$ cat src/design/tcc_pkg.sv
// package for the capture/delay timer channel
// assumes a single 50 MHz clock domain; imported by the channel top level and the bench only
package tcc_pkg;
	// ----------------------------------------
	// register offsets (plain port, byte address)
	// ----------------------------------------
	localparam logic [3:0] OFF_MODE = 4'h0;
	localparam logic [3:0] OFF_DATA = 4'h4;
	localparam logic [3:0] OFF_COUNT = 4'h8;
	localparam logic [3:0] OFF_STATUS = 4'hC;
	localparam logic [3:0] OFF_TRIG = 4'h1;
	localparam logic [3:0] OFF_CTRL = 4'h2;
	// ----------------------------------------
	// field positions
	// ----------------------------------------
	localparam int MODE_SIS = 0;
	localparam int MODE_EDGE_LO = 1;
	localparam int MODE_EDGE_HI = 2;
	localparam int MODE_OP_LSB = 3;
	localparam int MODE_TSS_LSB = 5;
	localparam int MODE_CKS_LSB = 8;
	localparam int TRIG_START = 0;
	localparam int TRIG_STOP = 1;
	localparam int STAT_OVF = 0;
	localparam int STAT_EN = 1;
	localparam int CTRL_LIN = 1;
	// ----------------------------------------
	// encodings and reset values
	// ----------------------------------------
	localparam logic [1:0] OP_INTERVAL = 2'h0;
	localparam logic [1:0] OP_WIDTH = 2'h1;
	localparam logic [1:0] OP_DELAY = 2'h2;
	localparam logic [2:0] TSS_PIN = 3'h1;
	localparam logic [1:0] EDGE_LOW = 2'h2;
	localparam logic [1:0] EDGE_HIGH = 2'h3;
	localparam logic [15:0] CNT_ZERO = 16'h0000;
	localparam logic [15:0] CNT_MAX = 16'hFFFF;
	localparam logic [15:0] MODE_RST = 16'h0000;
	localparam logic [15:0] DATA_RST = 16'h0000;
	localparam int PRE_W = 4;
	// state of the channel sequencer
	typedef enum logic [3:0] {
		ST_IDLE = 4'b0001,
		ST_RUN = 4'b0010,
		ST_WAIT = 4'b0100,
		ST_HOLD = 4'b1000
	} chan_state_t;
endpackage

$ cat src/design/tcc_pins_if.sv
// interface carrying the conditioned input events to the channel core
// assumes producer and consumer share clk
`timescale 1ns/10ps
interface tcc_pins_if;
	logic tick;
	logic rise;
	logic fall;
	logic level;
	modport src(output tick, output rise, output fall, output level);
	modport dst(input tick, input rise, input fall, input level);
endinterface

$ cat src/design/tcc_channel.sv
// capture / width / delay timer channel, top level
// assumes single clk at 50 MHz, register master per plain strobe port
//
// Local design decisions: strobed register access and the placing of the registers.
`timescale 1ns/10ps
module tcc_channel
	import tcc_pkg::*;
#(
	parameter int PRE_W = tcc_pkg::PRE_W
) (
	input wire logic clk,
	input wire logic resetn,
	input wire logic unit_clock_gate,
	input wire logic timer_pin,
	input wire logic serial_receive_input,
	input wire logic [3:0] addr,
	input wire logic [15:0] wdata,
	input wire logic wr,
	input wire logic rd,
	output logic [15:0] rdata,
	output logic channel_interrupt,
	output logic channel_enable_status,
	output logic upper_half_enable_one,
	output logic upper_half_enable_three,
	output logic output_bit
);
	import tcc_pkg::*;

	tcc_pins_if ev();
	chan_state_t state_q;
	logic [15:0] channel_mode_reg;
	logic [15:0] channel_data_capture;
	logic [15:0] channel_counter;
	logic counter_overflow_flag;
	logic wrap_q;
	logic lin_input_switch;
	logic [15:0] rdata_q;
	logic irq_q;
	logic start_w;
	logic stop_w;
	logic channel_start_trigger;
	logic channel_stop_trigger;
	logic [1:0] op;
	logic [1:0] edge_sel;
	logic start_edge;
	logic cap_edge;
	logic pin_edge;
	logic gate_q;

	assign op = channel_mode_reg[MODE_OP_LSB +: 2];
	assign edge_sel = {channel_mode_reg[MODE_EDGE_HI],
		channel_mode_reg[MODE_EDGE_LO]};

	// ----------------------------------------
	// input conditioning
	// ----------------------------------------
	tcc_sampler #(.PRE_W(PRE_W)) u_samp (
		.clk(clk),
		.resetn(resetn),
		.gate(gate_q),
		.timer_pin(timer_pin),
		.serial_receive_input(serial_receive_input),
		.lin_input_switch(lin_input_switch),
		.count_clock_select(channel_mode_reg[MODE_CKS_LSB +: PRE_W]),
		.ev(ev)
	);

	// gate comes from the clock controller, so it passes two flops
	logic gate_m_q;
	always_ff @(posedge clk or negedge resetn) begin
		if (!resetn) begin
			gate_m_q <= 1'b0;
			gate_q <= 1'b0;
		end else begin
			gate_m_q <= unit_clock_gate;
			gate_q <= gate_m_q;
		end
	end

	// trigger bits are pulses from a write, never stored: self clearing
	assign channel_start_trigger = gate_q && wr && addr == OFF_TRIG
		&& wdata[TRIG_START];
	assign channel_stop_trigger = gate_q && wr && addr == OFF_TRIG
		&& wdata[TRIG_STOP];
	assign start_w = channel_start_trigger;
	assign stop_w = channel_stop_trigger;

	// pin edge selection; width mode picks edges from the edge field
	always_comb begin
		pin_edge = 1'b0;
		start_edge = 1'b0;
		cap_edge = 1'b0;
		case (edge_sel)
			2'h0: pin_edge = ev.fall;
			2'h1: pin_edge = ev.rise;
			default: pin_edge = ev.rise || ev.fall;
		endcase
		if (edge_sel == EDGE_HIGH) begin
			start_edge = ev.rise;
			cap_edge = ev.fall;
		end else if (edge_sel == EDGE_LOW) begin
			start_edge = ev.fall;
			cap_edge = ev.rise;
		end
		// pin edge only acts as trigger when source select says pin
		if (channel_mode_reg[MODE_TSS_LSB +: 3] != TSS_PIN) begin
			pin_edge = 1'b0;
		end
	end

	// ----------------------------------------
	// register writes
	// ----------------------------------------
	// mode register: locked while running except edge bits
	always_ff @(posedge clk or negedge resetn) begin
		if (!resetn) begin
			channel_mode_reg <= MODE_RST;
		end else if (!gate_q) begin
			channel_mode_reg <= MODE_RST;
		end else if (wr && addr == OFF_MODE) begin
			if (channel_enable_status) begin
				channel_mode_reg[MODE_EDGE_HI] <= wdata[MODE_EDGE_HI];
				channel_mode_reg[MODE_EDGE_LO] <= wdata[MODE_EDGE_LO];
			end else begin
				channel_mode_reg <= wdata;
			end
		end
	end

	always_ff @(posedge clk or negedge resetn) begin
		if (!resetn) begin
			lin_input_switch <= 1'b0;
		end else if (!gate_q) begin
			lin_input_switch <= 1'b0;
		end else if (wr && addr == OFF_CTRL) begin
			lin_input_switch <= wdata[CTRL_LIN];
		end
	end

	// ----------------------------------------
	// channel sequencer
	// ----------------------------------------
	logic do_cap;
	// pin edges already carry the tick; a software start must not wait
	assign do_cap = state_q == ST_RUN && op == OP_INTERVAL
		&& (pin_edge || start_w);
	logic w_cap;
	assign w_cap = state_q == ST_RUN && op == OP_WIDTH && cap_edge;

	always_ff @(posedge clk or negedge resetn) begin
		if (!resetn) begin
			state_q <= ST_IDLE;
		end else if (!gate_q || stop_w) begin
			state_q <= ST_IDLE;
		end else begin
			case (state_q)
				ST_IDLE: begin
					if (start_w) begin
						state_q <= (op == OP_INTERVAL) ? ST_RUN : ST_WAIT;
					end
				end
				ST_WAIT: begin
					if (op == OP_WIDTH && start_edge) begin
						state_q <= ST_RUN;
					end else if (op == OP_DELAY && (pin_edge || start_w)) begin
						state_q <= ST_RUN;
					end
				end
				ST_RUN: begin
					if (w_cap) begin
						state_q <= ST_WAIT;
					end else if (op == OP_DELAY && ev.tick
						&& channel_counter == CNT_ZERO) begin
						state_q <= ST_WAIT;
					end
				end
				default: state_q <= ST_IDLE;
			endcase
		end
	end

	assign channel_enable_status = state_q != ST_IDLE;
	// delay mode also reports the upper-half enables
	assign upper_half_enable_one = channel_enable_status
		&& op == OP_DELAY;
	assign upper_half_enable_three = upper_half_enable_one;
	assign output_bit = 1'b0;

	// ----------------------------------------
	// counter
	// ----------------------------------------
	always_ff @(posedge clk or negedge resetn) begin
		if (!resetn) begin
			channel_counter <= CNT_ZERO;
		end else if (!gate_q) begin
			channel_counter <= CNT_ZERO;
		end else if (stop_w) begin
			channel_counter <= channel_counter;
		end else if (state_q == ST_IDLE && start_w && op == OP_INTERVAL) begin
			channel_counter <= CNT_ZERO;
		end else if (do_cap) begin
			channel_counter <= CNT_ZERO;
		end else if (state_q == ST_WAIT && op == OP_WIDTH && start_edge) begin
			channel_counter <= CNT_ZERO;
		end else if (w_cap) begin
			channel_counter <= channel_counter + 16'h0001;
		end else if (op == OP_DELAY && (state_q == ST_WAIT
			|| state_q == ST_RUN) && (pin_edge || start_w)) begin
			// reload reads the data register now, so rewrites act next cycle
			channel_counter <= channel_data_capture;
		end else if (state_q == ST_RUN && ev.tick) begin
			if (op == OP_DELAY) begin
				if (channel_counter != CNT_ZERO) begin
					channel_counter <= channel_counter - 16'h0001;
				end
			end else begin
				channel_counter <= channel_counter + 16'h0001;
			end
		end
	end

	// wrap memory: one sticky bit, so two wraps look like one
	always_ff @(posedge clk or negedge resetn) begin
		if (!resetn) begin
			wrap_q <= 1'b0;
		end else if (!gate_q || do_cap || w_cap) begin
			wrap_q <= 1'b0;
		end else if (state_q == ST_IDLE && start_w) begin
			wrap_q <= 1'b0;
		end else if (state_q == ST_WAIT && start_edge) begin
			wrap_q <= 1'b0;
		end else if (state_q == ST_RUN && ev.tick && op != OP_DELAY
			&& channel_counter == CNT_MAX) begin
			wrap_q <= 1'b1;
		end
	end

	// capture flag tracks the wrap of this measurement only
	always_ff @(posedge clk or negedge resetn) begin
		if (!resetn) begin
			counter_overflow_flag <= 1'b0;
		end else if (!gate_q) begin
			counter_overflow_flag <= 1'b0;
		end else if (do_cap || w_cap) begin
			counter_overflow_flag <= wrap_q;
		end
	end

	// data register: software write or capture; capture wins
	always_ff @(posedge clk or negedge resetn) begin
		if (!resetn) begin
			channel_data_capture <= DATA_RST;
		end else if (!gate_q) begin
			channel_data_capture <= DATA_RST;
		end else if (do_cap || w_cap) begin
			channel_data_capture <= channel_counter;
		end else if (wr && addr == OFF_DATA) begin
			channel_data_capture <= wdata;
		end
	end

	// ----------------------------------------
	// interrupt pulse
	// ----------------------------------------
	always_ff @(posedge clk or negedge resetn) begin
		if (!resetn) begin
			irq_q <= 1'b0;
		end else begin
			irq_q <= gate_q && ((state_q == ST_IDLE && start_w
				&& op == OP_INTERVAL && channel_mode_reg[MODE_SIS])
				|| do_cap || w_cap
				|| (op == OP_DELAY && state_q == ST_RUN && ev.tick
				&& channel_counter == CNT_ZERO));
		end
	end
	assign channel_interrupt = irq_q;

	// ----------------------------------------
	// register reads
	// ----------------------------------------
	always_ff @(posedge clk or negedge resetn) begin
		if (!resetn) begin
			rdata_q <= 16'h0000;
		end else if (!rd) begin
			rdata_q <= 16'h0000;
		end else if (addr == OFF_MODE) begin
			rdata_q <= channel_mode_reg;
		end else if (addr == OFF_DATA) begin
			rdata_q <= channel_data_capture;
		end else if (addr == OFF_COUNT) begin
			rdata_q <= channel_counter;
		end else if (addr == OFF_STATUS) begin
			rdata_q <= {14'h0000, channel_enable_status,
				counter_overflow_flag};
		end else if (addr == OFF_CTRL) begin
			rdata_q <= {14'h0000, lin_input_switch, 1'b0};
		end else begin
			rdata_q <= 16'h0000;
		end
	end
	assign rdata = rdata_q;

	// ----------------------------------------
	// checks
	// ----------------------------------------
	stop_hold_a: assert property (@(posedge clk) disable iff (!resetn)
		stop_w |=> !channel_enable_status)
		else $error("stop did not clear enable");
	stop_ovf_a: assert property (@(posedge clk) disable iff (!resetn)
		stop_w && !do_cap && !w_cap |=> $stable(counter_overflow_flag))
		else $error("stop changed overflow flag");
	cap_data_a: assert property (@(posedge clk) disable iff (!resetn)
		do_cap && !stop_w |=> channel_data_capture == $past(channel_counter)
		&& channel_counter == CNT_ZERO && channel_interrupt)
		else $error("interval capture wrong");
	width_plus_a: assert property (@(posedge clk) disable iff (!resetn)
		w_cap && !stop_w |=> channel_counter ==
		channel_data_capture + 16'h0001)
		else $error("width hold value wrong");
	ovf_upd_a: assert property (@(posedge clk) disable iff (!resetn)
		(do_cap || w_cap) && gate_q |=> counter_overflow_flag ==
		$past(wrap_q))
		else $error("overflow flag not updated");
	delay_zero_a: assert property (@(posedge clk) disable iff (!resetn)
		op == OP_DELAY && state_q == ST_RUN && ev.tick && gate_q
		&& channel_counter == CNT_ZERO |=> channel_interrupt)
		else $error("delay zero without interrupt");
	gate_init_a: assert property (@(posedge clk) disable iff (!resetn)
		!gate_q |=> channel_counter == CNT_ZERO
		&& !channel_enable_status)
		else $error("gate off did not initialise");
	start_int_a: assert property (@(posedge clk) disable iff (!resetn)
		state_q == ST_IDLE && start_w && op == OP_INTERVAL && !stop_w
		|=> channel_enable_status && channel_counter == CNT_ZERO)
		else $error("interval start wrong");
	cap_cov: cover property (@(posedge clk) do_cap);
	width_cov: cover property (@(posedge clk) w_cap);
	delay_cov: cover property (@(posedge clk) op == OP_DELAY
		&& channel_interrupt);
endmodule

$ cat src/design/tcc_sampler.sv
// input sampler: synchroniser, count clock divider, edge detection
// assumes pins are asynchronous to clk; edges seen only on count ticks
`timescale 1ns/10ps
module tcc_sampler #(
	parameter int PRE_W = 4
) (
	input wire logic clk,
	input wire logic resetn,
	input wire logic gate,
	input wire logic timer_pin,
	input wire logic serial_receive_input,
	input wire logic lin_input_switch,
	input wire logic [PRE_W-1:0] count_clock_select,
	tcc_pins_if.src ev
);
	logic [1:0] sync_q;
	logic rx_meta_q;
	logic rx_q;
	logic [PRE_W-1:0] div_q;
	logic samp_q;
	logic sel;
	// ----------------------------------------
	// two-stage synchronisers for both inputs
	// ----------------------------------------
	always_ff @(posedge clk or negedge resetn) begin
		if (!resetn) begin
			sync_q <= 2'h0;
			rx_meta_q <= 1'b0;
			rx_q <= 1'b0;
		end else begin
			sync_q <= {sync_q[0], timer_pin};
			rx_meta_q <= serial_receive_input;
			rx_q <= rx_meta_q;
		end
	end
	// lin switch picks the serial receive line instead of the pin
	assign sel = lin_input_switch ? rx_q : sync_q[1];
	// divider: tick every count_clock_select+1 cycles
	always_ff @(posedge clk or negedge resetn) begin
		if (!resetn) begin
			div_q <= '0;
		end else if (!gate || div_q >= count_clock_select) begin
			div_q <= '0;
		end else begin
			div_q <= div_q + 1'b1;
		end
	end
	assign ev.tick = gate && (div_q >= count_clock_select);
	// sampled on the count clock, hence up to one tick of error
	always_ff @(posedge clk or negedge resetn) begin
		if (!resetn) begin
			samp_q <= 1'b0;
		end else if (!gate) begin
			samp_q <= 1'b0;
		end else if (ev.tick) begin
			samp_q <= sel;
		end
	end
	assign ev.rise = ev.tick && sel && !samp_q;
	assign ev.fall = ev.tick && !sel && samp_q;
	assign ev.level = samp_q;
endmodule

$ cat config.mk
export PLATFORM = sky130hd
export DESIGN_NAME = tcc_channel
export DESIGN_NICKNAME = d
export VERILOG_FILES = /design/src/design/tcc_pkg.sv /design/src/design/tcc_pins_if.sv /design/src/design/tcc_channel.sv /design/src/design/tcc_sampler.sv
export SDC_FILE = /design/constraint.sdc
export NUM_CORES = 1
export LEC_CHECK = 0
export BUFFER_PORTS_ARGS = -buffer_cell sky130_fd_sc_hd__buf_2
export CAP_MARGIN = 20
export CORE_AREA = 5 5 98 145
export DETAILED_ROUTE_END_ITERATION = 8
export DIE_AREA = 0 0 103 150
export GPL_TIMING_DRIVEN = 0
export PLACE_DENSITY = 0.69
export SKIP_LAST_GASP = 1
export SYNTH_ARGS = -nofsm -noshare
export SYNTH_HDL_FRONTEND = slang
export SYNTH_SLANG_ARGS = --single-unit
$ cat constraint.sdc
create_clock -name clk -period 8.4 [get_ports clk]
set_input_delay 2.52 -clock clk [delete_from_list [all_inputs] [get_ports clk]]
set_output_delay 2.52 -clock clk [all_outputs]
set_load 0.01 [all_outputs]
==> metrics.md <==
| Metric | Value |
|---|---|
| Status | `finished, final reports clean` |
| Post-DP HPWL | `12,170 um` |
| Pint | `0.0006489 W` |
| All-Layer GR Usage | `21.05%` |
| Horiz. Die Dim | `103 um` |
| Synth unique cells | `64` |
| Syn Inst Count | `567` |
| Finish-stage setup viols | `0` |
| Worst Setup End Kind | `flip-flop` |
| Share of post-route cells with drive strength above 1 | `12.06%` |
| Worst Hold Class | `flip-flop to flip-flop` |
| Initial antenna violation count | `0` |
| Initial Util | `38.59%` |
| Io pins | `48` |
| Total CTS buffers | `9` |
| Clock slew at reported path FFs | `70 ps` |
| Num rows | `51` |
| Net Count, Synth | `602` |
| H-tree Lvls | `3` |
| Worst Setup Start Kind | `primary input` |
| Combinational power share | `12.1%` |
| FILL cells | `1,318` |
| Core area | `0.01289 mm^2` |
| Post-synth EDFFs | `0` |
| Worst skew pair latency | `350 ps` |
| Area grow syn2layout | `14.86%` |
| Post-route ant nets | `0` |
| Setup Buffers After CTS | `0` |
| Post-Syn Area | `0.004975 mm^2` |
| Via density | `5.977` |
| Hold buffer count at CTS | `0` |
| Net load switching power | `0.0002597 W` |
| Hold WS | `355.3 ps` |
| FF+latch area | `0.002053 mm^2` |
| Sequential area share after synthesis | `41.27%` |
| Sum of negative setup slack | `0 ps` |
| Clock Tree Buf Depth | `2` |
| Most frequent cells in the layout | `81 x dfrtp_1, 77 x nand2_1, 46 x nor2_1, 46 x buf_2, 35 x o21ai_0` |
| Synth warnings | `0` |
| Initial DRC count | `494` |
| Die area | `0.01545 mm^2` |
| First drt pass iteration count | `5` |
| Max Slew Vio Count | `0` |
| Peak supply drop | `93.07 uV` |
| Area of the multi-input gates | `0.002661 mm^2` |
| Clk_skew | `6.629 ps` |
| Die Span Y | `150 um` |
| Pleak | `2.713 nW` |
| CTS tree | `done` |
| Largest net degree at the start of global routing | `44` |
| Asr flop ratio synth | `100.0%` |
| PwrDens | `159.0 mW/mm^2` |
| RSZ-0062 raised after global routing | `no` |
| Cells resized by post-CTS repair | `0` |
| Via Count | `4,716` |
| Fmax | `212.8 MHz` |
| GP Congestion | `0.9150` |
| Reg power frac | `45.9%` |
| Port Buffers | `46` |
| CP Data Arrival Time | `4940 ps` |
| Relative slew slack | `37.14%` |
| DRC | `0` |
| Fin nets | `660` |
| Max cap viols | `0` |
| Worst Path Required | `8640 ps` |
| Switching part of the total | `28.58%` |
| Vias in the first global route | `4,701` |
| Syn_area_per_cell | `8.774 um^2` |
| Setup CP Type | `primary input to flip-flop` |
| CP max FO | `10` |
| Crit path time final | `4699 ps` |
| Top_reg_cell synth | `dfrtp_1` |
| Grt ovf | `0` |
| Worst slew pin tran | `936.6 ps` |
| WL per Instance | `19.88 um` |
| Commonest non-fill, non-tap cell in the layout | `dfrtp_1` |
| Clk root buf | `clkbuf_16` |
| CTS Sinks | `82` |
| Global-route wire length before repair | `24,980 um` |
| Antenna diodes | `0` |
| Total Routed Length | `15,690 um` |
| Clock power frac | `42.1%` |
| Final hold violations | `0` |
| #FFs+latches synth | `82` |
| Period utilisation layout | `55.95%` |
==> area by class of cell <==
type | count | area share, %
Multi-Input combinational cell | 422 | 46.57
Timing Repair Buffer | 47 | 4.423
Buffer | 38 | 2.912
Clock buffer | 9 | 3.941
Inverter | 25 | 1.642
Tap cell | 159 | 3.482
Clock inverter | 7 | 1.095
Sequential cell | 82 | 35.93
==> through the flow <==
step / power (W) / setup WS (ps) / instances / cell area, um^2 / util [%]
after CTS: 0.0009109 / 3775 / 789 / 5714 / 44.33
final: 0.0009086 / 3701 / 789 / 5714 / 44.33
after global routing: 0.0009425 / 3654 / 789 / 5714 / 44.33
after floorplan: 0.0004851 / 4088 / 567 / 4975 / -
after global placement: 0.0005286 / 3511 / 772 / 5404 / 41.92
after detailed placement: 0.0005319 / 3401 / 773 / 5426 / 42.10
==> power groups by stage <==
stage	Combinational [W]	Sequential [W]	Clock, W
floorplan	0.0000645	0.000421	0
global placement	0.000105	0.000423	0
detailed placement	0.000108	0.000424	0
CTS	0.000109	0.000416	0.000386
global route	0.000120	0.000418	0.000405
finish	0.000110	0.000417	0.000382
==> Yosys cell counts, drive strengths merged, types with 8 or more instances <==
cell / count / area (um^2)
dfrtp: 81 / 2027
nand2: 77 / 289.0
nor2: 46 / 172.7
o21ai: 36 / 180.2
clkbuf: 31 / 116.4
inv: 25 / 93.84
mux2i: 21 / 210.2
nand3: 20 / 100.1
nor2b: 19 / 118.9
o211a: 17 / 170.2
a21boi: 16 / 120.1
o22ai: 16 / 100.1
xnor2: 15 / 131.4
a21oi: 14 / 70.07
nor3: 10 / 50.05
a31oi: 8 / 50.05
ha: 8 / 100.1
==> cell families (layout without fill, tap and decap cells) <==
family          after synthesis  after routing  synth area share [%]
simple gates                222            222                 22.03
compound gates              153            153                 21.88
flops                        82             82                 41.27
buf+inv                      63            126                 5.231
mux                          22             22                 4.678
xor+xnor                     16             16                 2.817
fa+ha+maj                     8              8                 2.012
other cells                   1              1               0.07538
==> final timing paths <==
path,start,endpoint,slack [ps],cells after the start
worst min register to register,u_samp.sync_q[0]$_DFF_PN0_,u_samp.sync_q[1]$_DFF_PN0_,360,0
worst min-delay path,u_samp.sync_q[0]$_DFF_PN0_,u_samp.sync_q[1]$_DFF_PN0_,360,0
worst max-delay path,addr[3],channel_data_capture[12]$_DFFE_PN0P_,3700,9
max in group asynchronous,resetn,state_q[0]$_DFFE_PN1P_,5590,2
min in group asynchronous,resetn,channel_data_capture[4]$_DFFE_PN0P_,2140,1
worst max register to register,channel_counter[7]$_DFFE_PN0P_,channel_counter[4]$_DFFE_PN0P_,5000,9
==> critical path, stage by stage <==
cell	delay (ps)
buf_2	90
clkbuf_1	420
nor2_1	140
nand4b_1	130
clkbuf_1	410
clkbuf_1	680
mux2i_1	300
nand2_1	80
o211a_1	150
==> per-layer routing <==
layer	GRT usage (%)	wire length, um
met2	36.15	8007
met3	3.172	938
met4	10.50	752
met5	0	0
met1	25.07	5989
Power figures use the tool's default switching activity.
